[src/uart_tx_consts.vh]
// register offsets, field positions and reset values of the transmit path
// assumes a byte-wide register port with a 3-bit word address
`ifndef UART_TX_CONSTS_VH
`define UART_TX_CONSTS_VH

// ==========================================================
// register offsets
`define OFS_TRANSMIT_HOLDING 3'h0
`define OFS_FIFO_CONTROL 3'h1
`define OFS_LINE_CONTROL 3'h2
`define OFS_LINE_STATUS 3'h3
`define OFS_DIVISOR_LOW 3'h4
`define OFS_DIVISOR_HIGH_BYTE 3'h5
`define OFS_DIVISOR_FRACTION 3'h6

// ==========================================================
// reset values
`define RST_FIFO_CONTROL 8'h00
`define RST_LINE_CONTROL 8'h03
`define RST_DIVISOR_LOW 8'h01
`define RST_DIVISOR_HIGH_BYTE 8'h00
`define RST_DIVISOR_FRACTION 8'h00

// ==========================================================
// field positions
`define FC_FIFO_EN 0
`define LC_LEN_LO 0
`define LC_LEN_HI 1
`define LC_STOP2 2
`define LC_PAR_EN 3
`define LC_PAR_EVEN 4
`define LS_HOLD_EMPTY 5
`define LS_TX_EMPTY 6
`define DF_FRAC_HI 3
`define DF_FRAC_LO 0
`define DF_MODE_HI 5
`define DF_MODE_LO 4

// ==========================================================
// oversampling modes and ticks per bit
`define MODE_16X 2'h0
`define MODE_8X 2'h1
`define MODE_4X 2'h2
`define TICKS_16X 5'h10
`define TICKS_8X 5'h08
`define TICKS_4X 5'h04

// fraction steps per divisor unit
`define FRAC_STEPS 5'h10

`endif

[src/uart_tx.v]
// transmit path of an asynchronous serial port: registers, store, shifter
// assumes a plain register port with read data one cycle after the strobe
//
// How it works
// RULE1 - eight-bit shifter fed from sixteen-byte store
// RULE2 - each bit lasts 16, 8 or 4 ticks; here a start bit loaded from idle may be up to one tick short
// RULE3 - start, data, optional parity, then stop bits
// RULE4 - data bits go out LSB first
// RULE5 - bytes enter only via write-only holding register
// RULE6 - FIFO enable bit selects sixteen-entry store; here the store plus the two-entry buffer hold 18 bytes ahead of the shifter
// RULE7 - each holding write advances the write pointer (a refused one leaves it alone)
// RULE8 - status bits 5 and 6 report store/shifter
// RULE9 - divisor is integer plus fraction over sixteen
// RULE10 - fraction bits 5:4 pick oversampling rate
// RULE11 - non-FIFO: bit5 on transfer, bit6 when idle
// RULE12 - FIFO: bit5 FIFO empty, bit6 all empty
// RULE13 - divisor resets to one
// RULE14 - line idles high between characters
// RULE15 - next byte follows stop bits without gap
`timescale 1ns/10ps
`include "uart_tx_consts.vh"
module uart_tx #(
  parameter FIFO_DEPTH = 16,
  parameter FIFO_AW = 4
) (
  input wire clk_i,
  input wire rst_i,
  input wire [2:0] addr_i,
  input wire [7:0] wdata_i,
  input wire wr_i,
  input wire rd_i,
  output reg [7:0] rdata_o,
  output reg tx_o,
  output wire hold_empty_o,
  output wire tx_empty_o
);
  localparam [2:0] ST_IDLE = 3'h0;
  localparam [2:0] ST_START = 3'h1;
  localparam [2:0] ST_DATA = 3'h2;
  localparam [2:0] ST_PARITY = 3'h3;
  localparam [2:0] ST_STOP = 3'h4;

  // ==========================================================
  // software registers
  reg [7:0] fifo_control;
  reg [7:0] line_control;
  reg [7:0] divisor_low;
  reg [7:0] divisor_high_byte;
  reg [7:0] divisor_fraction;
  reg flush;

  wire fifo_en;
  wire [1:0] word_len;
  wire stop2;
  wire par_en;
  wire par_even;
  // line config and divisor act live; change them only while idle
  wire [1:0] mode;

  assign fifo_en = fifo_control[`FC_FIFO_EN];
  assign word_len = line_control[`LC_LEN_HI:`LC_LEN_LO];
  assign stop2 = line_control[`LC_STOP2];
  assign par_en = line_control[`LC_PAR_EN];
  assign par_even = line_control[`LC_PAR_EVEN];
  assign mode = divisor_fraction[`DF_MODE_HI:`DF_MODE_LO];

  always @(posedge clk_i or posedge rst_i) begin
    if (rst_i) begin
      fifo_control <= `RST_FIFO_CONTROL;
      line_control <= `RST_LINE_CONTROL;
      divisor_low <= `RST_DIVISOR_LOW; // [RULE13]
      divisor_high_byte <= `RST_DIVISOR_HIGH_BYTE; // [RULE13]
      divisor_fraction <= `RST_DIVISOR_FRACTION; // [RULE13]
      flush <= 1'b0;
    end else begin
      // flush lasts one cycle
      flush <= 1'b0;
      if (wr_i) begin
        case (addr_i)
          `OFS_FIFO_CONTROL: begin
            fifo_control <= wdata_i;
            // switching store mode discards queued bytes
            flush <= (wdata_i[`FC_FIFO_EN] != fifo_en);
          end
          `OFS_LINE_CONTROL: begin
            line_control <= wdata_i;
          end
          `OFS_DIVISOR_LOW: begin
            divisor_low <= wdata_i;
          end
          `OFS_DIVISOR_HIGH_BYTE: begin
            divisor_high_byte <= wdata_i;
          end
          `OFS_DIVISOR_FRACTION: begin
            divisor_fraction <= {2'b00, wdata_i[5:0]};
          end
          default: begin
          end
        endcase
      end
    end
  end

  // ==========================================================
  // oversampling tick
  // integer part zero behaves as a divisor of one
  wire tick;

  uart_tx_baud u_baud (
    .clk_i(clk_i),
    .rst_i(rst_i),
    .div_int_i({divisor_high_byte, divisor_low}),
    .div_frac_i(divisor_fraction[`DF_FRAC_HI:`DF_FRAC_LO]),
    .tick_o(tick)
  );

  // mode 11 falls back to sixteen ticks per bit
  reg [4:0] ticks_per_bit;

  always @* begin
    case (mode)
      `MODE_8X: ticks_per_bit = `TICKS_8X; // [RULE10]
      `MODE_4X: ticks_per_bit = `TICKS_4X; // [RULE10]
      default: ticks_per_bit = `TICKS_16X; // [RULE10]
    endcase
  end

  // ==========================================================
  // transmit store and two-entry buffer ahead of the shifter
  wire store_in_ready;
  wire store_out_valid;
  wire [7:0] store_out_data;
  wire [FIFO_AW:0] store_count;
  wire buf_in_ready;
  wire buf_out_valid;
  wire [7:0] buf_out_data;
  wire [1:0] buf_count;
  wire hold_write;
  wire hold_accept;
  wire store_empty;
  wire load;

  // a refused holding write leaves the pointers alone
  assign hold_write = wr_i && (addr_i == `OFS_TRANSMIT_HOLDING); // [RULE5]
  // store and buffer together count as the transmit store
  assign store_empty = (store_count == {(FIFO_AW+1){1'b0}}) && (buf_count == 2'b00);
  // without the FIFO only a single byte may wait ahead of the shifter
  assign hold_accept = hold_write && (fifo_en ? store_in_ready : store_empty); // [RULE6]

  uart_tx_fifo #(
    .WIDTH(8),
    .DEPTH(FIFO_DEPTH),
    .AW(FIFO_AW)
  ) u_store (
    .clk_i(clk_i),
    .rst_i(rst_i),
    .flush_i(flush),
    .in_valid_i(hold_accept), // [RULE7]
    .in_ready_o(store_in_ready),
    .in_data_i(wdata_i),
    .out_valid_o(store_out_valid),
    .out_ready_i(buf_in_ready),
    .out_data_o(store_out_data),
    .count_o(store_count)
  ); // [RULE1]

  // two entries keep the store feeding while the shifter stalls
  uart_tx_fifo #(
    .WIDTH(8),
    .DEPTH(2),
    .AW(1)
  ) u_buf (
    .clk_i(clk_i),
    .rst_i(rst_i),
    .flush_i(flush),
    .in_valid_i(store_out_valid),
    .in_ready_o(buf_in_ready),
    .in_data_i(store_out_data),
    .out_valid_o(buf_out_valid),
    .out_ready_i(load),
    .out_data_o(buf_out_data),
    .count_o(buf_count)
  );

  // ==========================================================
  // serialiser
  reg [2:0] state;
  reg [7:0] tx_shift_reg;
  reg [4:0] tick_cnt;
  reg [2:0] bit_idx;
  reg stop_idx;
  reg parity_bit;

  wire bit_done;
  wire last_stop;
  wire [2:0] last_data;
  wire [7:0] data_mask;
  wire [7:0] masked;

  assign bit_done = tick && (tick_cnt == ticks_per_bit - 5'h01); // [RULE2]
  assign last_stop = (stop_idx == stop2);
  assign last_data = {1'b1, word_len};
  assign data_mask = 8'hFF >> (2'h3 - word_len);
  // bits above the word length are cleared before loading
  assign masked = buf_out_data & data_mask;
  // loading on the last stop tick chains characters without a gap
  assign load = buf_out_valid && !flush &&
    ((state == ST_IDLE) || ((state == ST_STOP) && bit_done && last_stop)); // [RULE15]

  // tick counter restarts at load while ticks free-run,
  // so the start bit may be up to one tick short
  always @(posedge clk_i or posedge rst_i) begin
    if (rst_i) begin
      state <= ST_IDLE;
      tx_shift_reg <= 8'h00;
      tick_cnt <= 5'h00;
      bit_idx <= 3'h0;
      stop_idx <= 1'b0;
      parity_bit <= 1'b0;
      tx_o <= 1'b1;
    end else if (load) begin
      tx_shift_reg <= masked;
      // odd parity unless the even bit is set
      parity_bit <= par_even ? ^masked : ~^masked;
      state <= ST_START;
      tick_cnt <= 5'h00;
      tx_o <= 1'b0; // [RULE3]
    end else begin
      if (bit_done) begin
        tick_cnt <= 5'h00;
      end else if (tick) begin
        tick_cnt <= tick_cnt + 5'h01;
      end
      case (state)
        ST_IDLE: begin
          tx_o <= 1'b1; // [RULE14]
        end
        ST_START: begin
          if (bit_done) begin
            state <= ST_DATA;
            bit_idx <= 3'h0;
            tx_o <= tx_shift_reg[0]; // [RULE4]
          end
        end
        ST_DATA: begin
          if (bit_done) begin
            if (bit_idx == last_data) begin
              state <= par_en ? ST_PARITY : ST_STOP; // [RULE3]
              tx_o <= par_en ? parity_bit : 1'b1;
              stop_idx <= 1'b0;
            end else begin
              // next bit is taken before the shift lands
              tx_shift_reg <= {1'b0, tx_shift_reg[7:1]};
              tx_o <= tx_shift_reg[1]; // [RULE4]
              bit_idx <= bit_idx + 3'h1;
            end
          end
        end
        ST_PARITY: begin
          if (bit_done) begin
            state <= ST_STOP;
            stop_idx <= 1'b0;
            tx_o <= 1'b1;
          end
        end
        ST_STOP: begin
          if (bit_done) begin
            if (last_stop) begin
              state <= ST_IDLE;
              tx_o <= 1'b1; // [RULE14]
            end else begin
              stop_idx <= 1'b1;
            end
          end
        end
        default: begin
          state <= ST_IDLE;
          tx_o <= 1'b1;
        end
      endcase
    end
  end

  // ==========================================================
  // status and read port
  // the bytes ahead of the shifter count as the store in both modes
  assign hold_empty_o = store_empty; // [RULE8] [RULE11] [RULE12]
  assign tx_empty_o = store_empty && (state == ST_IDLE); // [RULE8] [RULE11] [RULE12]

  always @(posedge clk_i or posedge rst_i) begin
    if (rst_i) begin
      rdata_o <= 8'h00;
    end else if (rd_i) begin
      case (addr_i)
        `OFS_FIFO_CONTROL: rdata_o <= fifo_control;
        `OFS_LINE_CONTROL: rdata_o <= line_control;
        `OFS_LINE_STATUS: rdata_o <= {1'b0, tx_empty_o, hold_empty_o, 5'h00};
        `OFS_DIVISOR_LOW: rdata_o <= divisor_low;
        `OFS_DIVISOR_HIGH_BYTE: rdata_o <= divisor_high_byte;
        `OFS_DIVISOR_FRACTION: rdata_o <= divisor_fraction;
        // write-only and unmapped offsets read as zero
        default: rdata_o <= 8'h00; // [RULE5]
      endcase
    end else begin
      // read data stands one cycle only
      rdata_o <= 8'h00;
    end
  end
endmodule // uart_tx

[src/uart_tx_fifo.v]
// synchronous first-in first-out store with valid/ready on both sides
// assumes one clock; flush empties it in one cycle
`timescale 1ns/10ps
module uart_tx_fifo #(
  parameter WIDTH = 8,
  parameter DEPTH = 16,
  parameter AW = 4
) (
  input wire clk_i,
  input wire rst_i,
  input wire flush_i,
  input wire in_valid_i,
  output wire in_ready_o,
  input wire [WIDTH-1:0] in_data_i,
  output wire out_valid_o,
  input wire out_ready_i,
  output wire [WIDTH-1:0] out_data_o,
  output wire [AW:0] count_o
);
  reg [WIDTH-1:0] mem [0:DEPTH-1];
  reg [AW-1:0] wr_ptr;
  reg [AW-1:0] rd_ptr;
  reg [AW:0] count;
  wire push;
  wire pop;
  localparam [AW:0] FULL_COUNT = DEPTH[AW:0];
  localparam [AW-1:0] LAST_PTR = FULL_COUNT[AW-1:0] - 1'b1;

  assign in_ready_o = (count != FULL_COUNT);
  assign out_valid_o = (count != {(AW+1){1'b0}});
  assign out_data_o = mem[rd_ptr];
  assign count_o = count;
  assign push = in_valid_i && in_ready_o && !flush_i;
  assign pop = out_valid_o && out_ready_i && !flush_i;

  // ==========================================================
  // storage
  always @(posedge clk_i) begin
    if (push) begin
      mem[wr_ptr] <= in_data_i;
    end
  end

  // ==========================================================
  // pointers and fill level
  always @(posedge clk_i or posedge rst_i) begin
    if (rst_i) begin
      wr_ptr <= {AW{1'b0}};
      rd_ptr <= {AW{1'b0}};
      count <= {(AW+1){1'b0}};
    end else if (flush_i) begin
      wr_ptr <= {AW{1'b0}};
      rd_ptr <= {AW{1'b0}};
      count <= {(AW+1){1'b0}};
    end else begin
      if (push) begin
        wr_ptr <= (wr_ptr == LAST_PTR) ? {AW{1'b0}} : wr_ptr + 1'b1;
      end
      if (pop) begin
        rd_ptr <= (rd_ptr == LAST_PTR) ? {AW{1'b0}} : rd_ptr + 1'b1;
      end
      if (push && !pop) begin
        count <= count + 1'b1;
      end else if (pop && !push) begin
        count <= count - 1'b1;
      end
    end
  end
endmodule // uart_tx_fifo

[src/uart_tx_baud.v]
// fractional divider making the oversampling tick
// assumes divisor = integer + fraction/16, integer 0 treated as 1
`timescale 1ns/10ps
`include "uart_tx_consts.vh"
module uart_tx_baud (
  input wire clk_i,
  input wire rst_i,
  input wire [15:0] div_int_i,
  input wire [3:0] div_frac_i,
  output reg tick_o
);
  reg [20:0] acc;
  wire [19:0] div_raw;
  wire [20:0] div16;
  wire [20:0] acc_step;

  assign div_raw = {div_int_i, div_frac_i};
  assign div16 = (div_int_i == 16'h0000) ? {16'h0000, `FRAC_STEPS} : {1'b0, div_raw};
  assign acc_step = acc + {16'h0000, `FRAC_STEPS};

  // ==========================================================
  // accumulate 16 per clock, tick each time divisor*16 is reached
  always @(posedge clk_i or posedge rst_i) begin
    if (rst_i) begin
      acc <= 21'h00000;
      tick_o <= 1'b0;
    end else if (acc_step >= div16) begin
      acc <= acc_step - div16; // [RULE9]
      tick_o <= 1'b1;
    end else begin
      acc <= acc_step;
      tick_o <= 1'b0;
    end
  end
endmodule // uart_tx_baud

[config.mk]
export PLATFORM = sky130hd
export DESIGN_NAME = uart_tx
export DESIGN_NICKNAME = d
export VERILOG_FILES = /design/src/uart_tx.v /design/src/uart_tx_fifo.v /design/src/uart_tx_baud.v
export VERILOG_INCLUDE_DIRS = /design/src
export SDC_FILE = /design/constraint.sdc
export NUM_CORES = 1
export LEC_CHECK = 0
export BUFFER_PORTS_ARGS = -buffer_cell sky130_fd_sc_hd__buf_4
export CORE_UTILIZATION = 30
export DETAILED_ROUTE_END_ITERATION = 8
export PLACE_DENSITY = 0.42
export SLEW_MARGIN = 40
export SYNTH_ARGS = -nofsm -noshare
export SYNTH_HDL_FRONTEND = slang
export SYNTH_SLANG_ARGS = --single-unit
[constraint.sdc]
create_clock -name clk_i -period 7.35 [get_ports clk_i]
set_clock_uncertainty 0.05 [all_clocks]
set_input_delay 1.1025 -clock clk_i [delete_from_list [all_inputs] [get_ports clk_i]]
set_output_delay 1.1025 -clock clk_i [all_outputs]
set_load 0.03 [all_outputs]
==> flow_summary_export.csv, run 1 <==
group,metric,value,unit
min_path,min_path_type,"flip-flop to flip-flop",
drt,vias_per_cell,4.95,
synth,ys_warn_count,0,
synth,synth_top_area_share,35.2,%
worst_setup_path,crit_chain,"ha_1 > nand3_1 > nor4_2 > nand3_1 > xnor2_1 > ha_1 > a21o_1 > a221oi_1 > o41ai_1 > or2_4 > a221oi_4 > buf_4 > mux2_2",
grt,grt_max_degree,72,
drt,routed_wl,30500,um
power_and_ir_drop,clockPowerShare,22.6,%
worst_setup_path,r2r_cells,13,
synth,synth_edf_count,144,
timing,layout_worst_path_cycle_share,57.3,%
worst_setup_path,crit_family,"simple AND/OR/NAND/NOR gates",
power_and_ir_drop,sw_frac_of_total,36.2,%
power_and_ir_drop,p_leak,5.19,nW
grt,overflow,0,
synth,ys_types,75,
synth,synthCells,904,
drt,drt_pass1_iterations,5,
power_and_ir_drop,switchingPower,2.16,mW
drt,avgRoutedWirePerCell,20.6,um
cts,postCtsSetupBuffers,0,
cts,cts_hold_buffers,0,
timing,finalHoldViolCount,0,
worst_setup_path,max_stage_delay,550,ps
power_and_ir_drop,power_density,429,mW/mm2
cts,clockRootBuffer,"clkbuf_16",
placement,place.gp.congestion,0.749,
synth,ys_seq_area_share,57.2,%
layout,nNetsFinal,983,
flow_run,cap_violations,0,
cts,htreeDepth,1,
min_path,whs_path_depth,2,
cts,clk_transition_reported_paths,60,ps
timing,worst_slew_pin_slew,751,ps
synth,syn-num-nets,953,
layout,regMostFlops,"u_store.mem",
cts,cts-buffers-inserted,29,
grt,first_global_vias,7445,
synth,ys_top_cells_by_area,"edfxtp_1 35%, dfrtp_1 21%, mux4_2 7.3%",
floorplan,die_y,204,um
power_and_ir_drop,comb_power_share,42.8,%
power_and_ir_drop,internal-power,3.81,mW
timing,setup_viol,0,
worst_setup_path,crit_type,"flip-flop to flip-flop",
floorplan,start_util,30.6,%
layout,antennaDiodeCount,0,
layout,final_common_cell,"edfxtp_1",
cts,cts_tree,"built",
floorplan,io_pins,26,
worst_setup_path,critPathMaxFanout,21,
layout,final_cell_mix,"144 x edfxtp_1, 103 x dfrtp_1, 62 x nor2_1, 53 x nand2_1",
drt,vias,7333,
placement,io_buffer_count,25,
layout,drive_gt1_share,21.0,%
worst_setup_path,worstSetupPathDepth,13,
timing,setup_ws,3140,ps
synth,synth-async-reset-ratio,42.9,%
worst_setup_path,critPathLaunchType,"flip-flop",
worst_setup_path,worst_ep_required_time,7720,ps
cts,cts_resized,0,
drt,antenna_left,0,
status,status,"finished clean",
grt,grt_pass1_wl,47400,um
timing,finalMaxSlewViolations,0,
timing,fin_setup_tns,0,ps
worst_setup_path,worst-path-buf-inv,1,
power_and_ir_drop,ir_worst_vdd,172,uV
layout,largest_reg_flops,128,
layout,fillers,3886,
synth,synth_top_area_cell,"edfxtp_1",
cts,worstSkewPairLatency,540,ps
timing,fmax,237,MHz
worst_setup_path,critPathSlowestCell,"nor4_2",
worst_setup_path,arrival,4590,ps
timing,maxSlewHeadroom,49.7,%
timing,period_minus_slack,4210,ps
cts,clockBufferDepth,3,
power_and_ir_drop,p_seq_share,34.6,%
synth,ys_ff_latch,252,
layout,area_delta_synth_final,13.5,%
drt,drt_iter0_markers,610,
synth,synth-main-ff-cell,"edfxtp_1",
placement,place_ws,3210,ps
floorplan,row_count,73,
floorplan,fp.dieW,204,um
grt,grt_use_total,15.0,%
cts,cts_num_sinks,252,
placement,dp_hpwl,20700,um
layout,largestRegisters,"u_store.mem: 128 flops, u_baud.acc: 21 flops, u_buf.mem: 16 flops",
drt,drc_errors,0,
timing,rsz0062_at_grt,"no",
grt,antenna_found_initial,0,
synth,avgSynthCellArea,13.6,um2
floorplan,core_region_area,0.0401,mm2
worst_setup_path,crit_path_end_kind,"flip-flop",
floorplan,die-area,0.0418,mm2
synth,syn_area,0.0123,mm2
==> path summary, 6_finish.rpt <==
kind | start | endpoint | slack, ps
setup reg to reg | u_baud.acc[4]$_DFF_PP0_ | u_baud.acc[2]$_DFFE_PP0P_ | 3140
hold reg to reg | parity_bit$_DFFE_PP0N_ | parity_bit$_DFFE_PP0N_ | 440
hold / removal | parity_bit$_DFFE_PP0N_ | parity_bit$_DFFE_PP0N_ | 440
setup / recovery | u_baud.acc[4]$_DFF_PP0_ | u_baud.acc[2]$_DFFE_PP0P_ | 3140
min in group asynchronous | rst_i | rdata_o[3]$_DFF_PP0_ | 560
max in group asynchronous | rst_i | u_store.rd_ptr[0]$_DFFE_PP0P_ | 5570
==> cell usage after synthesis (all sizes together), types with 5 or more instances <==
cell type  count
edfxtp       144
dfrtp        104
nor2          65
mux2          54
nand2         53
mux4          40
inv           36
o21ai         36
xnor2         35
ha            32
a21oi         30
mux2i         27
clkbuf        23
nand3         23
xor2          22
buf           15
nor3          14
and2          12
a211oi        11
nand4         10
nor4           9
and3           8
a221o          7
a21o           6
a221oi         6
nor2b          6
o211ai         6
or2            6
a31oi          5
nand3b         5
==> metrics by stage <==
step	cell area (um2)	total power [mW]	utilization (%)	hold WS, ps	std cells
after floorplan	12300	4.06	-	400	904
after global placement	13000	4.68	32.5	421	1428
after detailed placement	13000	4.69	32.5	433	1428
after CTS	13900	6.07	34.7	446	1480
after global routing	13900	6.41	34.8	473	1480
final	13900	5.98	34.8	438	1480
==> cells by family after synthesis <==
family,count (synthesis),share of synthesized area [%]
AOI/OAI and AO/OA,139,7.94
xor gates and xnor gates,57,4.22
buffers and inverters,74,2.68
muxes,121,14.9
DFF,252,57.2
adders and majority gates,34,3.59
and+or+nand+nor,227,9.42
==> worst min-delay path, stage by stage (launching register included) <==
cell,delay [ps]
dfrtp_1,350
nand2_1,50
o21ai_0,60
==> per-layer routing <==
layer / routed length [um] / vias to the layer above / part of all wire, % / GRT usage [%]
li1: - / 3460 / - / -
met4: 500 / 0 / 1.6 / 3.22
met5: 0 / - / 0 / 0
met1: 15300 / 3733 / 50 / 22.5
met2: 13700 / 108 / 45 / 22.8
met3: 1010 / 32 / 3.3 / 2.10
==> final cells by class <==
cell class | instances | area, um2 | share of cell area, %
clock inverters | 13 | 91.3 | 0.655
flip-flops and latches | 252 | 7030 | 50.5
inverters | 36 | 138 | 0.988
repair buffers | 37 | 282 | 2.02
well taps | 525 | 657 | 4.71
clock buffers | 39 | 793 | 5.69
multi-input cells | 578 | 4940 | 35.5
==> power by group through the flow <==
stage | Combinational, mW | Clock (mW) | Sequential (mW)
global placement | 2.58 | 0 | 2.10
floorplan | 2.07 | 0 | 1.99
CTS | 2.60 | 1.40 | 2.07
detailed placement | 2.60 | 0 | 2.10
finish | 2.56 | 1.35 | 2.07
global route | 2.84 | 1.45 | 2.11
(Power assumes the default switching activity.)
==> run 2: changes to the inputs <==
==> constraint.sdc (replaced) <==
create_clock -name clk_i -period 4.09 [get_ports clk_i]
set_clock_uncertainty 0.05 [all_clocks]
set_input_delay 0.6135 -clock clk_i [delete_from_list [all_inputs] [get_ports clk_i]]
set_output_delay 0.6135 -clock clk_i [all_outputs]
set_load 0.03 [all_outputs]
==> run 2 against run 1 <==
Register-to-register slack lost 2800 ps; worst hold slack lost 350 ps; sequential power grew 82%; first-iteration DRC count shrank 17%; clock power grew 79%; cell area grew 0.39%; final cell count grew 0.54%; largest power group unchanged.
==> flow_summary_export.csv, run 2 (synthesis results as in run 1) <==
group,metric,value,unit
floorplan,io_pins,26,
worst_setup_path,crit_type,"flip-flop to flip-flop",
cts,cts_hold_buffers,0,
placement,io_buffer_count,25,
floorplan,die_y,204,um
cts,clockRootBuffer,"clkbuf_16",
timing,maxSlewHeadroom,44.7,%
timing,rsz0062_at_grt,"no",
layout,largest_reg_flops,128,
drt,drc_errors,0,
cts,cts-buffers-inserted,29,
status,status,"finished clean",
layout,area_delta_synth_final,13.9,%
worst_setup_path,crit_path_end_kind,"flip-flop",
timing,period_minus_slack,3790,ps
timing,setup_viol,0,
grt,grt_pass1_wl,47900,um
cts,cts_num_sinks,252,
power_and_ir_drop,ir_worst_vdd,288,uV
timing,fmax,264,MHz
timing,worst_slew_pin_slew,827,ps
timing,finalHoldViolCount,0,
grt,grt_max_degree,67,
power_and_ir_drop,p_leak,5.22,nW
grt,antenna_found_initial,0,
grt,overflow,0,
drt,avgRoutedWirePerCell,20.6,um
floorplan,fp.dieW,204,um
timing,fin_setup_tns,0,ps
floorplan,start_util,30.6,%
layout,final_cell_mix,"144 x edfxtp_1, 103 x dfrtp_1, 64 x nor2_1, 53 x nand2_1, 42 x buf_4",
cts,clk_transition_reported_paths,60,ps
layout,largestRegisters,"u_store.mem: 128 flops, u_baud.acc: 21 flops, u_buf.mem: 16 flops",
placement,dp_hpwl,20800,um
drt,antenna_left,0,
layout,drive_gt1_share,21.0,%
drt,drt_iter0_markers,504,
cts,postCtsSetupBuffers,0,
worst_setup_path,worst_ep_required_time,4480,ps
layout,regMostFlops,"u_store.mem",
min_path,min_path_type,"primary input to async pin",
cts,cts_resized,0,
floorplan,core_region_area,0.0401,mm2
layout,nNetsFinal,990,
drt,vias,7396,
cts,clockBufferDepth,3,
timing,finalMaxSlewViolations,0,
cts,worstSkewPairLatency,560,ps
floorplan,die-area,0.0418,mm2
drt,drt_pass1_iterations,4,
grt,grt_use_total,15.2,%
power_and_ir_drop,power_density,771,mW/mm2
placement,place.gp.congestion,0.755,
drt,routed_wl,30600,um
grt,first_global_vias,7644,
worst_setup_path,arrival,4190,ps
worst_setup_path,critPathMaxFanout,21,
floorplan,row_count,73,
cts,htreeDepth,1,
layout,final_common_cell,"edfxtp_1",
flow_run,cap_violations,0,
layout,antennaDiodeCount,0,
drt,vias_per_cell,4.97,
cts,cts_tree,"built",
timing,layout_worst_path_cycle_share,92.8,%
worst_setup_path,critPathLaunchType,"flip-flop",
timing,holdWs,91.0,ps
-- run 2: cell count changes in the layout (fill, tap and decap cells not counted), sizes merged --
cell and delta:
buf +7, clkbuf +3, bufinv -1, clkinvlp -1
-- run 2: worst max-delay path, stage by stage (launching register included) --
cell,delay [ps]
dfrtp_1,390
ha_1,230
nand3_1,140
nor4_2,330
nand3_1,140
xnor2_1,160
ha_1,370
a21o_1,220
a221oi_1,360
o41ai_1,170
or2_4,300
a221oi_4,230
buf_12,240
mux2_2,350
-- run 2: layout make-up --
cell class | instances | area [um2]
fill | 3901 | 26100
sequential | 252 | 7030
multi-input combinational | 578 | 4940
clock buffer | 42 | 805
tap | 525 | 657
timing repair buffer | 44 | 355
inverter | 36 | 140
clock inverter | 11 | 62.6
-- run 2: final timing paths --
check | from | end | slack (ps) | cells past startpoint
setup / recovery | u_baud.acc[4]$_DFF_PP0_ | u_baud.acc[2]$_DFFE_PP0P_ | 300 | 13
hold / removal | rst_i | tick_cnt[1]$_DFFE_PP0P_ | 90 | 2
setup reg to reg | u_baud.acc[4]$_DFF_PP0_ | u_baud.acc[2]$_DFFE_PP0P_ | 300 | 13
hold reg to reg | parity_bit$_DFFE_PP0N_ | parity_bit$_DFFE_PP0N_ | 440 | 2
max in group asynchronous | rst_i | divisor_low[0]$_DFFE_PP1P_ | 3160 | 3
min in group clk_i | wdata_i[6] | u_store.mem[3][6]$_DFFE_PP_ | 390 | 1
-- run 2: layer usage --
| metal | track usage, % | share of wire [%] | vias to the layer above | wire length, um |
|---|---|---|---|---|
| met1 | 22.8 | 51 | 3760 | 15500 |
| met4 | 3.76 | 1.7 | 0 | 528 |
| li1 | - | - | 3488 | - |
| met3 | 1.96 | 3.2 | 38 | 970 |
| met5 | 0 | 0 | - | 0 |
| met2 | 22.9 | 45 | 110 | 13600 |
-- run 2: metrics by stage --
| step | cell area [um2] | total power [mW] | worst slack [ps] | utilization (%) | instances |
|---|---|---|---|---|---|
| after CTS | 14000 | 10.9 | 288 | 34.9 | 1488 |
| after global placement | 13100 | 8.47 | 438 | 32.7 | 1435 |
| after global routing | 14000 | 11.5 | 34.4 | 34.9 | 1488 |
| after floorplan | 12300 | 7.29 | 588 | - | 904 |
| after detailed placement | 13100 | 8.47 | 309 | 32.7 | 1435 |
| final | 14000 | 10.8 | 295 | 34.9 | 1488 |
-- run 2: report_power, final --
group / switching, mW / internal, mW
clock: 1.05 / 1.36
combinational: 2.39 / 2.23
sequential: 0.508 / 3.25
total: 3.95 / 6.84
==> run 3: changes to the inputs <==
--- a/config.mk
+++ b/config.mk
@@ -7,6 +7,7 @@
 export NUM_CORES = 1
 export LEC_CHECK = 0
 export BUFFER_PORTS_ARGS = -buffer_cell sky130_fd_sc_hd__buf_4
+export CORE_MARGIN = 2
 export CORE_UTILIZATION = 30
 export DETAILED_ROUTE_END_ITERATION = 8
 export PLACE_DENSITY = 0.42
==> run 3 against run 2 <==
Sequential power is essentially flat; die area grew 2.0%; flip-flop and latch count is the same; register-to-register slack is essentially flat; critical endpoint unchanged; sequential share of layout area shrank 0.28 points; via count shrank 0.51%; global-route usage shrank 0.40 points; cell area grew 0.55%.
==> flow_summary_export.csv, run 3 (synthesis results as in run 1) <==
group,metric,value,unit
status,status,"finished clean",
grt,antenna_found_initial,0,
cts,htreeDepth,1,
timing,worst_slew_pin_slew,829,ps
worst_setup_path,reg2reg_to,"u_baud.acc[2]$_DFFE_PP0P_",
drt,drt_pass1_iterations,5,
floorplan,core_region_area,0.0406,mm2
power_and_ir_drop,switchingPower,3.92,mW
grt,grt_pass1_wl,47500,um
power_and_ir_drop,total_power,11.0,mW
grt,grt_max_degree,64,
timing,period_minus_slack,3800,ps
layout,nNetsFinal,989,
worst_setup_path,worst_ep_required_time,4480,ps
power_and_ir_drop,power_density,780,mW/mm2
layout,area_delta_synth_final,14.5,%
worst_setup_path,critPathMaxFanout,21,
drt,routed_wl,30800,um
layout,fillers,3937,
drt,antenna_left,0,
timing,fmax,263,MHz
layout,largestRegisters,"u_store.mem: 128 flops, u_baud.acc: 21 flops, u_buf.mem: 16 flops",
cts,cts_tree,"built",
worst_setup_path,crit_type,"flip-flop to flip-flop",
drt,vias,7358,
cts,cts_resized,0,
timing,finalHoldViolCount,0,
drt,drc_errors,0,
cts,cts_num_sinks,252,
power_and_ir_drop,p_leak,5.26,nW
worst_setup_path,crit_path_end_kind,"flip-flop",
cts,cts_hold_buffers,0,
cts,worstSkewPairLatency,550,ps
cts,clockBufferDepth,3,
grt,grt_use_total,14.8,%
layout,regMostFlops,"u_store.mem",
drt,vias_per_cell,4.94,
floorplan,die_y,206,um
layout,antennaDiodeCount,0,
grt,first_global_vias,7645,
worst_setup_path,critPathLaunchType,"flip-flop",
min_path,min_path_type,"primary input to async pin",
cts,cts-buffers-inserted,28,
worst_setup_path,arrival,4180,ps
power_and_ir_drop,sw_frac_of_total,35.7,%
placement,dp_hpwl,21000,um
power_and_ir_drop,clockPowerShare,23.7,%
cts,clk_transition_reported_paths,60,ps
floorplan,row_count,74,
power_and_ir_drop,comb_power_share,42.0,%
timing,setup_viol,0,
grt,overflow,0,
worst_setup_path,rrSetupSlack,290,ps
worst_setup_path,r2r_start,"u_baud.acc[4]$_DFF_PP0_",
layout,final_cell_mix,"144 x edfxtp_1, 103 x dfrtp_1, 64 x nor2_1, 53 x nand2_1, 41 x buf_4",
timing,rsz0062_at_grt,"no",
layout,drive_gt1_share,21.3,%
timing,setup_ws,294,ps
timing,finalMaxSlewViolations,0,
floorplan,start_util,30.2,%
timing,layout_worst_path_cycle_share,92.8,%
placement,io_buffer_count,25,
layout,register_area,0.00703,mm2
placement,place.gp.congestion,0.799,
power_and_ir_drop,ir_worst_vdd,311,uV
cts,postCtsSetupBuffers,0,
timing,fin_setup_tns,0,ps
drt,drt_iter0_markers,400,
layout,multiInputGateArea,0.00493,mm2
floorplan,fp.dieW,206,um
drt,avgRoutedWirePerCell,20.6,um
power_and_ir_drop,p_seq_share,34.3,%
layout,final_common_cell,"edfxtp_1",
timing,maxSlewHeadroom,44.5,%
worst_setup_path,r2r_cells,13,
layout,largest_reg_flops,128,
power_and_ir_drop,internal-power,7.05,mW
placement,place_ws,301,ps
floorplan,io_pins,26,
floorplan,die-area,0.0426,mm2
flow_run,cap_violations,0,
cts,clockRootBuffer,"clkbuf_16",
-- run 3: worst max path at each step --
stage                             from                        end  slack, ps  cells past startpoint
6_report       u_baud.acc[4]$_DFF_PP0_  u_baud.acc[2]$_DFFE_PP0P_        290                     13
5_1_grt        u_baud.acc[4]$_DFF_PP0_  u_baud.acc[2]$_DFFE_PP0P_        110                     13
4_1_cts        u_baud.acc[4]$_DFF_PP0_  u_baud.acc[2]$_DFFE_PP0P_        270                     13
3_5_place_dp   u_baud.acc[4]$_DFF_PP0_  u_baud.acc[2]$_DFFE_PP0P_        300                     13
3_3_place_gp   u_baud.acc[4]$_DFF_PP0_  u_baud.acc[2]$_DFFE_PP0P_        380                     13
2_1_floorplan                    rst_i     bit_idx[0]$_DFFE_PP0P_        590                      1
-- run 3: layer usage --
metal  global-route usage, %  up-vias  share of wire (%)
met5                       0        -                  0
met4                    3.39        0                1.6
met3                    1.75       37                2.9
met2                    23.7      101                 46
met1                    21.3     3749                 49
li1                        -     3471                  -
-- run 3: final cells by class --
type                    instances  share of cell area (%)
flip-flops and latches        252                    50.0
clock inverters                10                   0.889
repair buffers                 44                    2.61
clock buffers                  38                    5.76
inverters                      36                   0.996
multi-input cells             578                    35.0
well taps                     532                    4.73
-- run 3: power by group through the flow --
stage / logic [mW] / clock network [mW] / registers, mW
final: 4.61 / 2.59 / 3.77
after global placement: 4.65 / 0 / 3.82
after detailed placement: 4.66 / 0 / 3.82
after global routing: 5.09 / 2.77 / 3.85
after floorplan: 3.72 / 0 / 3.58
after CTS: 4.67 / 2.66 / 3.77
-- run 3: critical path: stages (launching register included) --
cell and delay (ps):
dfrtp_1 390, ha_1 230, nand3_1 140, nor4_2 350, nand3_1 140, xnor2_1 210
ha_1 320, a21o_1 220, a221oi_1 320, o41ai_1 160, or2_4 290, a221oi_4 230
buf_12 240, mux2_2 350
-- run 3: metrics by stage --
stage / cells / hold slack [ps] / area [um2] / utilization [%]
global placement: 1442 / 419 / 13100 / 32.3
finish: 1490 / 118 / 14100 / 34.6
detailed placement: 1442 / 433 / 13100 / 32.3
floorplan: 904 / 400 / 12300 / -
CTS: 1490 / 116 / 14100 / 34.6
global route: 1490 / 147 / 14100 / 34.6
